$ cat src/rtl/cav_pkg.sv
package cav_pkg;

   // ****************************************************************
   // Sizes
   // ****************************************************************
   localparam int MODULE_COUNT = 6;

   // ****************************************************************
   // Register offsets on the special function register bus
   // ****************************************************************
   localparam logic [7:0] COUNTER_LOW_BYTE_OFS  = 8'hf9;
   localparam logic [7:0] COUNTER_HIGH_BYTE_OFS = 8'hfa;
   // Entry n belongs to module n
   localparam logic [5:0][7:0] MODULE_VALUE_LOW_OFS  = {8'hd2, 8'hfd, 8'hed, 8'heb, 8'he9, 8'hfb};
   localparam logic [5:0][7:0] MODULE_VALUE_HIGH_OFS = {8'hd3, 8'hfe, 8'hee, 8'hec, 8'hea, 8'hfc};

   // ****************************************************************
   // Values after reset
   // ****************************************************************
   localparam logic [7:0]  BYTE_RESET    = 8'h00;
   localparam logic [15:0] COUNTER_RESET = 16'h0000;
   localparam logic [15:0] VALUE_RESET   = 16'h0000;

   // ****************************************************************
   // Cycle length select encodings
   // ****************************************************************
   localparam logic [1:0] CYCLE_8_BITS  = 2'h0;
   localparam logic [1:0] CYCLE_9_BITS  = 2'h1;
   localparam logic [1:0] CYCLE_10_BITS = 2'h2;
   localparam logic [1:0] CYCLE_11_BITS = 2'h3;

   // Index of the module that serves as watchdog timer
   localparam int WATCHDOG_MODULE = 5;

   // ****************************************************************
   // Types
   // ****************************************************************
   typedef struct packed {
      logic [7:0] addr;
      logic       write;
      logic       read;
      logic [7:0] wdata;
   } cav_sfr_req_type;

   typedef struct packed {
      logic       hit;
      logic       high;
      logic [2:0] index;
   } cav_decode_type;

endpackage

$ cat src/rtl/cav_counter_array_value_regs.sv
`timescale 1ns/1ns
// Functional notes
// - Counter bits 7:0 readable and writable byte, reset zero.
// - Counter bits 15:8 readable and writable byte, reset zero.
// - High byte read returns snapshot taken when low byte is read.
// - Watchdog enabled: writes to counter low byte are ignored.
// - Watchdog enabled: writes to counter high byte are ignored.
// - Each module has a readable and writable value low byte, reset zero.
// - Each module has a readable and writable value high byte, reset zero.
// - Reload select steers low byte address to auto-reload low byte.
// - Reload select steers high byte address to auto-reload high byte.
// - Writing a module low byte clears its comparator enable.
// - Writing a module high byte sets its comparator enable.
// - Six modules, each with distinct low and high byte addresses.
// - Comparator enable turns on match against the main counter.
// - Cycle length select picks 8, 9, 10 or 11 bit PWM cycle for modules whose pwm16Select bit is clear; set bits give 16 bits.
// - Watchdog enabled: watchdogModuleActive flags module 5 as watchdog one cycle later.
module cav_counter_array_value_regs (
   input  wire logic                    clk_sys,
   input  wire logic                    rstn,
   input  wire cav_pkg::cav_sfr_req_type sfrReq,
   output logic [7:0]                   sfrRdata,
   input  wire logic                    watchdogEnable,
   input  wire logic                    reloadSelect,
   input  wire logic [1:0]              cycleLengthSelect,
   input  wire logic [5:0]              pwm16Select,
   input  wire logic                    counterTick,
   output logic [15:0]                  mainCounter,
   output logic [5:0][15:0]             moduleCompareValue,
   output logic [5:0][15:0]             moduleReloadValue,
   output logic [5:0]                   comparatorEnable,
   output logic [5:0]                   matchPulse,
   output logic                         watchdogModuleActive
);

   // ****************************************************************
   // Address decode
   // ****************************************************************
   function automatic cav_pkg::cav_decode_type decodeModule(input logic [7:0] addr);
      cav_pkg::cav_decode_type d;
      d = '0;
      for (int i = 0; i < cav_pkg::MODULE_COUNT; i++) begin
         if (addr == cav_pkg::MODULE_VALUE_LOW_OFS[i]) begin
            d.hit   = 1'h1;
            d.high  = 1'h0;
            d.index = 3'(i);
         end
         if (addr == cav_pkg::MODULE_VALUE_HIGH_OFS[i]) begin
            d.hit   = 1'h1;
            d.high  = 1'h1;
            d.index = 3'(i);
         end
      end
      return d;
   endfunction

   function automatic logic [15:0] cycleMask(input logic wide16, input logic [1:0] sel);
      logic [15:0] m;
      m = 16'hffff;
      if (!wide16) begin
         case (sel)
            cav_pkg::CYCLE_8_BITS:  m = 16'h00ff;
            cav_pkg::CYCLE_9_BITS:  m = 16'h01ff;
            cav_pkg::CYCLE_10_BITS: m = 16'h03ff;
            cav_pkg::CYCLE_11_BITS: m = 16'h07ff;
            default:                m = 16'h00ff;
         endcase
      end
      return m;
   endfunction

   cav_pkg::cav_decode_type wrDec;
   cav_pkg::cav_decode_type rdDec;
   logic                    wrCountLow;
   logic                    wrCountHigh;
   logic                    rdCountLow;
   logic                    rdCountHigh;

   assign wrDec       = decodeModule(sfrReq.addr);
   assign rdDec       = wrDec;
   assign wrCountLow  = sfrReq.write && sfrReq.addr == cav_pkg::COUNTER_LOW_BYTE_OFS;
   assign wrCountHigh = sfrReq.write && sfrReq.addr == cav_pkg::COUNTER_HIGH_BYTE_OFS;
   assign rdCountLow  = sfrReq.read && sfrReq.addr == cav_pkg::COUNTER_LOW_BYTE_OFS;
   assign rdCountHigh = sfrReq.read && sfrReq.addr == cav_pkg::COUNTER_HIGH_BYTE_OFS;

   // ****************************************************************
   // Main counter
   // ****************************************************************
   logic [15:0] counter_reg;
   logic [15:0] counter_next;
   logic [7:0]  snapshot_reg;

   always_comb begin
      counter_next = counterTick ? counter_reg + 16'h0001 : counter_reg;
      if (wrCountLow && !watchdogEnable) begin
         counter_next[7:0] = sfrReq.wdata;
      end
      if (wrCountHigh && !watchdogEnable) begin
         counter_next[15:8] = sfrReq.wdata;
      end
   end

   always_ff @(posedge clk_sys) begin
      if (!rstn) begin
         counter_reg <= cav_pkg::COUNTER_RESET;
      end else begin
         counter_reg <= counter_next;
      end
   end

   always_ff @(posedge clk_sys) begin
      if (!rstn) begin
         snapshot_reg <= cav_pkg::BYTE_RESET;
      end else if (rdCountLow) begin
         snapshot_reg <= counter_reg[15:8];
      end
   end

   assign mainCounter = counter_reg;

   // ****************************************************************
   // Module value, reload and comparator enable registers
   // ****************************************************************
   logic [5:0][15:0] compare_reg;
   logic [5:0][15:0] reload_reg;
   logic [5:0]       enable_reg;
   logic [5:0]       match_reg;

   generate
      for (genvar n = 0; n < cav_pkg::MODULE_COUNT; n++) begin : gModule
         logic wrThis;
         logic [15:0] mask;
         assign wrThis = sfrReq.write && wrDec.hit && wrDec.index == 3'(n);
         assign mask   = cycleMask(pwm16Select[n], cycleLengthSelect);

         always_ff @(posedge clk_sys) begin
            if (!rstn) begin
               compare_reg[n] <= cav_pkg::VALUE_RESET;
            end else if (wrThis && !reloadSelect) begin
               if (wrDec.high) begin
                  compare_reg[n][15:8] <= sfrReq.wdata;
               end else begin
                  compare_reg[n][7:0] <= sfrReq.wdata;
               end
            end
         end

         always_ff @(posedge clk_sys) begin
            if (!rstn) begin
               reload_reg[n] <= cav_pkg::VALUE_RESET;
            end else if (wrThis && reloadSelect) begin
               if (wrDec.high) begin
                  reload_reg[n][15:8] <= sfrReq.wdata;
               end else begin
                  reload_reg[n][7:0] <= sfrReq.wdata;
               end
            end
         end

         // Enable side effect applies to value writes, not reload writes
         always_ff @(posedge clk_sys) begin
            if (!rstn) begin
               enable_reg[n] <= 1'h0;
            end else if (wrThis && !reloadSelect) begin
               enable_reg[n] <= wrDec.high;
            end
         end

         always_ff @(posedge clk_sys) begin
            if (!rstn) begin
               match_reg[n] <= 1'h0;
            end else begin
               match_reg[n] <= enable_reg[n] && ((counter_reg & mask) == (compare_reg[n] & mask));
            end
         end
      end
   endgenerate

   assign moduleCompareValue = compare_reg;
   assign moduleReloadValue  = reload_reg;
   assign comparatorEnable   = enable_reg;
   assign matchPulse         = match_reg;

   // ****************************************************************
   // Watchdog ownership of module 5
   // ****************************************************************
   logic watchdog_reg;

   always_ff @(posedge clk_sys) begin
      if (!rstn) begin
         watchdog_reg <= 1'h0;
      end else begin
         watchdog_reg <= watchdogEnable;
      end
   end

   assign watchdogModuleActive = watchdog_reg;

   // ****************************************************************
   // Read data
   // ****************************************************************
   logic [7:0] rdata_reg;
   logic [7:0] rdata_next;

   always_comb begin
      rdata_next = 8'h00;
      if (rdCountLow) begin
         rdata_next = counter_reg[7:0];
      end else if (rdCountHigh) begin
         rdata_next = snapshot_reg;
      end else if (sfrReq.read && rdDec.hit) begin
         if (reloadSelect) begin
            rdata_next = rdDec.high ? reload_reg[rdDec.index][15:8] : reload_reg[rdDec.index][7:0];
         end else begin
            rdata_next = rdDec.high ? compare_reg[rdDec.index][15:8] : compare_reg[rdDec.index][7:0];
         end
      end
   end

   always_ff @(posedge clk_sys) begin
      if (!rstn) begin
         rdata_reg <= cav_pkg::BYTE_RESET;
      end else begin
         rdata_reg <= rdata_next;
      end
   end

   assign sfrRdata = rdata_reg;
endmodule

$ cat config.mk
export PLATFORM = sky130hd
export DESIGN_NAME = cav_counter_array_value_regs
export DESIGN_NICKNAME = d
export VERILOG_FILES = /design/src/rtl/cav_pkg.sv /design/src/rtl/cav_counter_array_value_regs.sv
export SDC_FILE = /design/constraint.sdc
export NUM_CORES = 1
export LEC_CHECK = 0
export BUFFER_PORTS_ARGS = -buffer_cell sky130_fd_sc_hd__buf_2
export CAP_MARGIN = 20
export CELL_PAD_IN_SITES_DETAIL_PLACEMENT = 1
export CELL_PAD_IN_SITES_GLOBAL_PLACEMENT = 1
export CORE_UTILIZATION = 40
export DETAILED_ROUTE_END_ITERATION = 16
export PLACE_DENSITY_LB_ADDON = 0.1
export SLEW_MARGIN = 25
export SYNTH_ARGS = -nofsm -noshare
export SYNTH_HDL_FRONTEND = slang
export SYNTH_SLANG_ARGS = --single-unit
$ cat constraint.sdc
create_clock -name clk_sys -period 6.2 [get_ports clk_sys]
set_input_delay 0.62 -clock clk_sys [delete_from_list [all_inputs] [get_ports clk_sys]]
set_output_delay 0.62 -clock clk_sys [all_outputs]
set_load 0.005 [all_outputs]
==> summary.md, run 1 <==
| Metric | Value |
|---|---|
| Final TNS setup | `0 ps` |
| Worst Path Arrival | `4190 ps` |
| Kind of critical path | `in2reg` |
| Dpl ws | `2070 ps` |
| Avg WL per Cell | `26.9 microns` |
| CTS Buf Count | `28` |
| Async S/R FF share, synth | `0%` |
| Worst VDD drop | `0.186 mV` |
| Antenna cells | `0` |
| Setup ws final | `2410 ps` |
| CP Max Fanout | `27` |
| Post_cts resized | `0` |
| Core Rows | `63` |
| HP Class | `in2reg` |
| Synthesis-to-finish area growth | `19.2%` |
| #FFs+latches synth | `237` |
| WP buf/inv | `1` |
| Post-synth cell types | `70` |
| Slowest cell on crit path | `nand2_1` |
| Global-route wire length before repair | `82.1 mm` |
| Yosys warnings | `0` |
| Final setup fails | `0` |
| Leakage | `6.17 nW` |
| Clk sinks | `237` |
| Startpoint Class | `input pin` |
| Mapped Cells | `1485` |
| Share of post-route cells with drive strength above 1 | `20.9%` |
| CTS Hold Bufs | `0` |
| Post-CTS Repair Setup Buffers | `0` |
| Slew headroom | `32.6%` |
| Vias in the first global route | `12600` |
| Crit path cell chain | `buf_2, nor4b_2, nand3_1, nand2_1, nand2_1, o22ai_1, nor4_1, o41ai_1` |
| Sequential area share after synthesis | `39.3%` |
| Cell mode on critical path | `nand2_1` |
| Post-synth EDFFs | `0` |
| Fin crit period | `3790 ps` |
| Pwr Density | `235 nW/um^2` |
| CTS tree | `done` |
| Required time worst endpoint | `6600 ps` |
| Total gr overflow | `0` |
| Netlist Area Pre-Place | `12100 sq um` |
| FF+latch area | `4740 sq um` |
| Crit path max-delay family | `simple AND/OR/NAND/NOR gates` |
| Final Skew | `22.6 ps` |
| Fillers | `3653` |
| Ports | `260` |
| Starting Density | `40.7%` |
| Clock Latency Late Sink | `560 ps` |
| Port Buf Inserts | `259` |
| Fin crit share | `61.2%` |
| GRT Overall Usage | `35.3%` |
| Syn_area_per_cell | `8.12 sq um` |
| Outcome | `finished, final reports clean` |
| Multi-input gate area | `6750 sq um` |
| GPL Wtd Cong | `0.917` |
| # nets final | `1692` |
| Fmax | `0.264 GHz` |
| Routed Antenna Nets | `0` |
| Longest Clk Path Bufs | `3` |
| Clock transition at the registers of the reported paths | `60 ps` |
| Core area | `29600 sq um` |
| Crit-path max cell delay | `800 ps` |
| Die Footprint | `30800 sq um` |
| Drt initial violations | `1293` |
| HPWL after DPL | `38.6 mm` |
| DR vias | `12800` |
| Die span in y | `176 microns` |
| RSZ-0062 raised after global routing | `false` |
| DRT Pass-1 Iters | `5` |
| Syn nets | `1517` |
| Clock root cell | `clkbuf_16` |
| Ys flop type | `dfxtp_1` |
| DP Cell Count | `2020` |
| Post-Route WL | `55.6 mm` |
| CP endpoint kind | `flop` |
| Via density | `6.21` |
| Largest net degree at the start of global routing | `117` |
| Pins Over Slew Limit | `0` |
| Drt drc | `0` |
| Final hold viol count | `0` |
| Max_cap viols | `0` |
| Final Non-Filler Cells | `2067` |
| Initial antenna violation count | `0` |
| Die width | `176 microns` |
| Slew @ Worst Pin | `1010 ps` |
| H-tree depth | `1` |
## synth_stat cells (all sizes together), types with 3 or more instances
cell type,count,area [sq um]
and4,3,26.3
mux2,5,56.3
o211ai,5,37.5
a211oi,27,203
inv,6,22.5
a22o,4,35.0
nor2b,6,37.5
o22ai,30,188
o21a,7,52.6
a21oi,147,736
o221ai,22,193
a22oi,12,90.1
clkbuf,88,330
nand3,121,626
o22a,11,96.3
and3,7,43.8
dfxtp,237,4740
nor4,25,171
nand4,24,150
nor3,17,108
buf,45,235
xor2,57,499
mux2i,92,921
a221oi,14,129
nor2,147,552
and2,10,65.1
xnor2,56,490
o21ai,30,150
nand2,188,708
nor3b,3,22.5
## layout make-up
type | count | share of cell area [%]
timing repair buffer | 278 | 10.1
clock buffer | 35 | 5.41
multi-input combinational | 1108 | 47.0
clock inverter | 12 | 0.862
tap | 390 | 3.40
sequential | 237 | 33.0
inverter | 7 | 0.218
## kinds of logic after synthesis
logic type      count (synthesis)  share of synthesized area (%)
compound gates                334                           17.6
buf+inv                       140                           4.91
xor+xnor                      113                           8.21
flops                         237                           39.3
mux                            97                           8.10
fa+ha+maj                       1                          0.104
simple gates                  563                           21.7
## through the flow
stage                     util (%)  total power [mW]  area, sq um  hold WS [ps]
after floorplan                  -              1.68        12100           432
after global placement        45.4              1.76        13500           445
after detailed placement      45.4              1.76        13500           452
after CTS                     48.5              3.39        14400           241
after global routing          48.5              3.45        14400           262
final                         48.5              3.38        14400           254
## power by group
group          internal, mW  switching [mW]
logic                0.0473           0.155
clock network         0.962           0.683
registers              1.53         0.00663
total                  2.53           0.845
## worst paths after layout
kind              cells after the start         endpoint  slack, ps            start
setup / recovery                      8      sfrRdata[2]       2410       sfrReq[12]
hold / removal                        2    matchPulse[0]        250   pwm16Select[0]
setup reg to reg                      7  mainCounter[15]       3770   mainCounter[3]
hold reg to reg                       2  snapshot_reg[6]        470  snapshot_reg[6]
## worst register-to-register path, delay by kind of cell (launching register included)
kind            cells  cell delay [ps]
simple gates        5             1090
flops               1              810
compound gates      1              260
xor+xnor            1              190
## per-layer routing
layer	global-route usage [%]	vias to the layer above	routed length [microns]	part of all wire (%)
met3	4.85	122	4290	7.7
met2	55.7	678	25000	45
li1	-	5636	-	-
met4	14.0	0	2240	4.0
met5	0	-	0	0
met1	48.5	6391	24200	43
## cell usage in the layout, fill, tap and decap left out, types with 13 or more instances in the layout
master     synthesis  routed
buf_2             26     259
dfxtp_1          237     237
nand2_1          187     187
a21oi_1          147     147
nor2_1           147     146
nand3_1          117     117
mux2i_1           92      92
xor2_1            57      57
xnor2_1           56      56
o21ai_0           29      29
o22ai_1           30      29
clkbuf_16          0      28
a211oi_1          27      27
nand4_1           24      24
nor4_1            24      23
o221ai_1          22      22
buf_4              3      18
a221oi_1          13      13
(Power assumes the default switching activity.)
==> run 2, diff against run 1 <==
Clock period 6.2 ns to 4 ns, I/O delays scaled along.
==> run 2 against run 1 <==
Highest routed layer unchanged. Non-clock buffer count is 25 higher. Core utilization is 0.79 points higher. Die area stayed put. Largest power group unchanged. Critical endpoint unchanged. Cell area is 1.6% higher. Via count is 0.90% higher. Worst setup slack worse by 1500 ps. Clock-buffer cell count is 4 higher.
==> summary.md, run 2 (synthesis gave the netlist of run 1 again) <==
| Metric | Value |
|---|---|
| Port Buf Inserts | `259 (unchanged)` |
| CP endpoint kind | `flop` |
| H-tree depth | `1 (unchanged)` |
| GRT Overall Usage | `35.3% (+0.050 points)` |
| Largest net degree at the start of global routing | `131 (+12%)` |
| Fin crit share | `76.6%` |
| Worst Path Arrival | `3460 ps (-730 ps)` |
| Drt drc | `0 (unchanged)` |
| Crit path cell chain | `buf_2, or4b_4, or3_4, and2_4, nand2_1, nor4_1, nor4_1, o41ai_1` |
| Final hold viol count | `0 (unchanged)` |
| DR vias | `12900 (+0.90%)` |
| Synthesis-to-finish area growth | `21.1%` |
| Die Footprint | `30800 sq um (unchanged)` |
| RSZ-0062 raised after global routing | `false` |
| Initial antenna violation count | `0 (unchanged)` |
| Commonest non-fill, non-tap cell in the layout | `buf_2` |
| Final setup fails | `0 (unchanged)` |
| Longest Clk Path Bufs | `3 (unchanged)` |
| Clock root cell | `clkbuf_16` |
| Routed Antenna Nets | `0 (unchanged)` |
| CTS Buf Count | `28 (unchanged)` |
| CP Max Fanout | `40 (+48%)` |
| Max_cap viols | `0 (unchanged)` |
| Cell mode on critical path | `nor4_1` |
| Total gr overflow | `0 (unchanged)` |
| CTS Hold Bufs | `0 (unchanged)` |
| Slew @ Worst Pin | `1140 ps (+128 ps)` |
| Commonest non-fill, non-tap cells in the layout | `259 x buf_2, 237 x dfxtp_1, 187 x nand2_1` |
| Slew headroom | `23.4% (-9.1 points)` |
| Final Skew | `33.7 ps (+11.2 ps)` |
| Crit-path max cell delay | `650 ps (-150 ps)` |
| Vias in the first global route | `12400 (-1.2%)` |
| Pins Over Slew Limit | `0 (unchanged)` |
| Required time worst endpoint | `4400 ps (-2200 ps)` |
| Kind of critical path | `in2reg` |
| Pwr Density | `367 nW/um^2 (+56%)` |
| Final TNS setup | `0 ps (unchanged)` |
| Clock Latency Late Sink | `560 ps (about the same)` |
| GPL Wtd Cong | `0.947 (+3.4%)` |
| Avg WL per Cell | `26.7 microns (-0.90%)` |
| CTS tree | `done` |
| Die span in y | `176 microns (unchanged)` |
| Global-route wire length before repair | `82.3 mm (+0.25%)` |
| Fillers | `3683 (+0.82%)` |
| Worst VDD drop | `0.258 mV (+38%)` |
| Drt initial violations | `1218 (-5.8%)` |
| Overall Power | `5.36 mW (+59%)` |
| Post-Route WL | `55.9 mm (+0.44%)` |
| Fin crit period | `3060 ps` |
| Leakage | `6.32 nW (+2.5%)` |
| Ports | `260 (unchanged)` |
| Starting Density | `40.7% (unchanged)` |
| Dpl cell area | `13600 sq um (+1.4%)` |
| Clock transition at the registers of the reported paths | `60 ps (about the same)` |
| Via density | `6.18 (-0.45%)` |
| Antenna cells | `0 (unchanged)` |
| Final Cell Area | `14600 sq um (+1.6%)` |
| Crit path max-delay family | `simple AND/OR/NAND/NOR gates` |
| Share of post-route cells with drive strength above 1 | `22.1% (+1.2 points)` |
| HPWL after DPL | `39.1 mm (+1.4%)` |
| DRT Pass-1 Iters | `5 (unchanged)` |
| Clk sinks | `237 (unchanged)` |
| Core Rows | `63 (unchanged)` |
| Post_cts resized | `0 (unchanged)` |
| Core area | `29600 sq um (unchanged)` |
| DP Cell Count | `2045 (+1.2%)` |
| Die width | `176 microns (unchanged)` |
| Fmax | `0.326 GHz` |
| Finished Core Util | `49.3% (+0.79 points)` |
| WP buf/inv | `1 (unchanged)` |
| HP Class | `in2reg` |
| Startpoint Class | `input pin` |
| # nets final | `1717 (+1.5%)` |
| Outcome | `finished, final reports clean` |
| Slowest cell on crit path | `or4b_4` |
| Final Non-Filler Cells | `2095 (+1.4%)` |
| Post-CTS Repair Setup Buffers | `0 (unchanged)` |
[run 2: cell type report]
cell class	instances	area, sq um	share of cell area [%]
multi-input cells	1108	6740	46.2
flip-flops and latches	237	4740	32.5
repair buffers	303	1640	11.2
clock buffers	39	832	5.70
well taps	390	488	3.34
clock inverters	11	126	0.865
inverters	7	31.3	0.214
[run 2: per-stage QoR]
stage	hold slack [ps]	setup slack [ps]
global route	26.7	922
finish	33.6	937
floorplan	432	1450
global placement	443	477
detailed placement	453	478
CTS	19.0	1030
[run 2: layer usage]
layer  vias to the layer above  global-route usage, %  wire (microns)
met4                         0                   13.7            2130
met1                      6447                   48.1           24100
li1                       5693                      -               -
met2                       689                   56.7           25400
met3                       113                   4.61            4250
met5                         -                      0               0
[run 2: where the power goes]
| group | total, mW | leakage, nW | switching [mW] | internal [mW] |
|---|---|---|---|---|
| combinational | 0.316 | 3.93 | 0.237 | 0.0784 |
| clock | 2.67 | 0.476 | 1.09 | 1.58 |
| sequential | 2.38 | 1.91 | 0.0145 | 2.36 |
[run 2: path summary, 6_finish.rpt]
| check | startpoint | endpoint | slack, ps | depth (start not counted) |
|---|---|---|---|---|
| min | pwm16Select[2] | matchPulse[2] | 30 | 2 |
| max reg2reg | mainCounter[1] | matchPulse[0] | 1730 | 5 |
| min reg2reg | snapshot_reg[2] | snapshot_reg[2] | 460 | 2 |
| max | sfrReq[12] | sfrRdata[2] | 940 | 8 |
[run 2: worst register-to-register path, cell delays in order, from the launching register on]
cell	delay, ps
dfxtp_1	790
buf_4	280
xor2_1	70
nor4_1	700
nand3_1	150
a211oi_1	220
==> run 3, diff against run 2 <==
Clock period 4 ns to 3.14 ns, I/O delays scaled along.
==> run 3 against run 2 <==
Sequential cell count did not move. Non-clock buffer count rose by 26. Sequential share of layout area fell by 0.45 points. Largest cell class unchanged. Worst setup slack got worse by 750 ps. Register-to-register slack got worse by 810 ps.
==> summary.md, run 3 (synthesis gave the netlist of run 1 again) <==
| Metric | Value |
|---|---|
| Outcome | `finished, final reports clean` |
| Die Footprint | `30800 sq um (unchanged)` |
| Top layer used by detailed routing | `met4` |
| Synthesis-to-finish area growth | `22.8%` |
| CP Max Fanout | `40 (unchanged)` |
| Slowest cell on crit path | `nor4_1` |
| Clock transition at the registers of the reported paths | `60 ps (about the same)` |
| Routed wl met2 | `25.8 mm (+1.4%)` |
| Drt drc | `0 (unchanged)` |
| Fin crit period | `2950 ps` |
| Commonest non-fill, non-tap cells in the layout | `259 x buf_2, 237 x dfxtp_1, 187 x nand2_1` |
| Cell mode on critical path | `nor4_1` |
| Final Skew | `18.8 ps (-15.0 ps)` |
| Die width | `176 microns (unchanged)` |
| Worst Path Arrival | `3380 ps (-80 ps)` |
| Starting Density | `40.7% (unchanged)` |
| DR vias | `12900 (-0.67%)` |
| Fin crit share | `94.1%` |
| Die span in y | `176 microns (unchanged)` |
| Pwr Density | `455 nW/um^2 (+24%)` |
| Fmax | `0.339 GHz` |
| CTS tree | `done` |
| H-tree depth | `1 (unchanged)` |
| Core area | `29600 sq um (unchanged)` |
| Initial antenna violation count | `0 (unchanged)` |
| Ports | `260 (unchanged)` |
| Slew headroom | `25.6% (+2.2 points)` |
| Longest Clk Path Bufs | `3 (unchanged)` |
| CTS Buf Count | `27 (-3.6%)` |
| Post-CTS Repair Setup Buffers | `0 (unchanged)` |
| Clk sinks | `237 (unchanged)` |
| Clock root cell | `clkbuf_16` |
| Final setup fails | `0 (unchanged)` |
| Setup ws final | `187 ps (-750 ps)` |
| Final hold viol count | `0 (unchanged)` |
| Via density | `6.06 (-1.8%)` |
| Dpl cell area | `13800 sq um (+1.4%)` |
| WP buf/inv | `2 (+1)` |
| Post-Route WL | `56.5 mm (+1.0%)` |
| Port Buf Inserts | `259 (unchanged)` |
| Required time worst endpoint | `3560 ps (-840 ps)` |
| Met1 Wirelength | `24.3 mm (+0.91%)` |
| Clock Latency Late Sink | `550 ps (about the same)` |
| Crit path max-delay family | `simple AND/OR/NAND/NOR gates` |
| Final Cell Area | `14800 sq um (+1.4%)` |
| R2r setup slk | `920 ps (-810 ps)` |
| Crit path cell chain | `buf_2, buf_4, o211ai_1, and2_4, nand2_1, nor4_1, nor4_1, o41ai_1` |
| Pins Over Slew Limit | `0 (unchanged)` |
| Antenna cells | `0 (unchanged)` |
| Final TNS setup | `0 ps (unchanged)` |
| Cell count of the worst hold path | `2 (unchanged)` |
| Worst VDD drop | `0.326 mV (+26%)` |
| Slew @ Worst Pin | `1090 ps (-52.6 ps)` |
| Commonest non-fill, non-tap cell in the layout | `buf_2` |
| Core Rows | `63 (unchanged)` |
| Post_cts resized | `0 (unchanged)` |
| # nets final | `1742 (+1.5%)` |
| Startpoint Class | `input pin` |
| RSZ-0062 raised after global routing | `false` |
| Max_cap viols | `0 (unchanged)` |
| Met3 WL | `4.28 mm (+0.68%)` |
| Dpl ws | `-264 ps (-742 ps)` |
| Share of post-route cells with drive strength above 1 | `22.8% (+0.72 points)` |
| Drt initial violations | `1361 (+12%)` |
| R2R cell count | `5 (unchanged)` |
| HP Class | `in2reg` |
| Routed Antenna Nets | `0 (unchanged)` |
| Leakage | `6.43 nW (+1.8%)` |
| Global-route wire length before repair | `83.1 mm (+0.88%)` |
| Avg WL per Cell | `26.6 microns (-0.16%)` |
| Total gr overflow | `0 (unchanged)` |
| CTS Hold Bufs | `6 (+6)` |
| GPL Wtd Cong | `0.917 (-3.2%)` |
| Vias in the first global route | `12500 (+0.87%)` |
| Kind of critical path | `in2reg` |
| Overall Power | `6.74 mW (+26%)` |
| CP Depth | `8 (unchanged)` |
| Crit-path max cell delay | `620 ps (-30 ps)` |
| Largest net degree at the start of global routing | `89 (-32%)` |
| CP endpoint kind | `flop` |
| HPWL after DPL | `40.0 mm (+2.3%)` |
| DRT Pass-1 Iters | `5 (unchanged)` |
| GRT Overall Usage | `35.9% (+0.54 points)` |
==> run 3: final cells by class <==
cell class / instances / area, sq um
clock inverters: 14 / 160
fillers: 3682 / 14800
repair buffers: 329 / 1890
well taps: 390 / 488
flip-flops and latches: 237 / 4740
multi-input cells: 1108 / 6740
inverters: 7 / 31.3
clock buffers: 35 / 756
==> run 3: worst paths after layout <==
| path | from | to |
|---|---|---|
| worst max-delay path | sfrReq[12] | sfrRdata[2] |
| worst min-delay path | cycleLengthSelect[1] | matchPulse[1] |
| worst max register to register | mainCounter[0] | matchPulse[0] |
| worst min register to register | snapshot_reg[5] | snapshot_reg[5] |
==> run 3: metal layers <==
metal	vias up	track usage [%]
li1	5754	-
met1	6362	48.9
met2	625	57.5
met3	114	4.68
met4	0	13.7
met5	-	0
==> run 3: per-stage QoR <==
step | instances | hold WS [ps] | utilization [%]
CTS | 2120 | 88.2 | 50.0
global placement | 2065 | 441 | 46.7
finish | 2120 | 116 | 50.0
global route | 2120 | 98.0 | 50.0
floorplan | 1485 | 402 | -
detailed placement | 2065 | 457 | 46.7
==> run 3: report_power, final <==
| group | total [mW] | internal (mW) | switching [mW] |
|---|---|---|---|
| Clock | 3.29 | 1.94 | 1.35 |
| Combinational | 0.420 | 0.110 | 0.309 |
| Sequential | 3.03 | 3.01 | 0.0178 |
==> run 3: worst register-to-register path: cells and delay by family, from the launching register on <==
family           cells  cell delay (ps)
AND/OR/NAND/NOR      3              950
AO/OA/AOI/OAI        1              210
XOR/XNOR             1              210
flip-flops           1              760
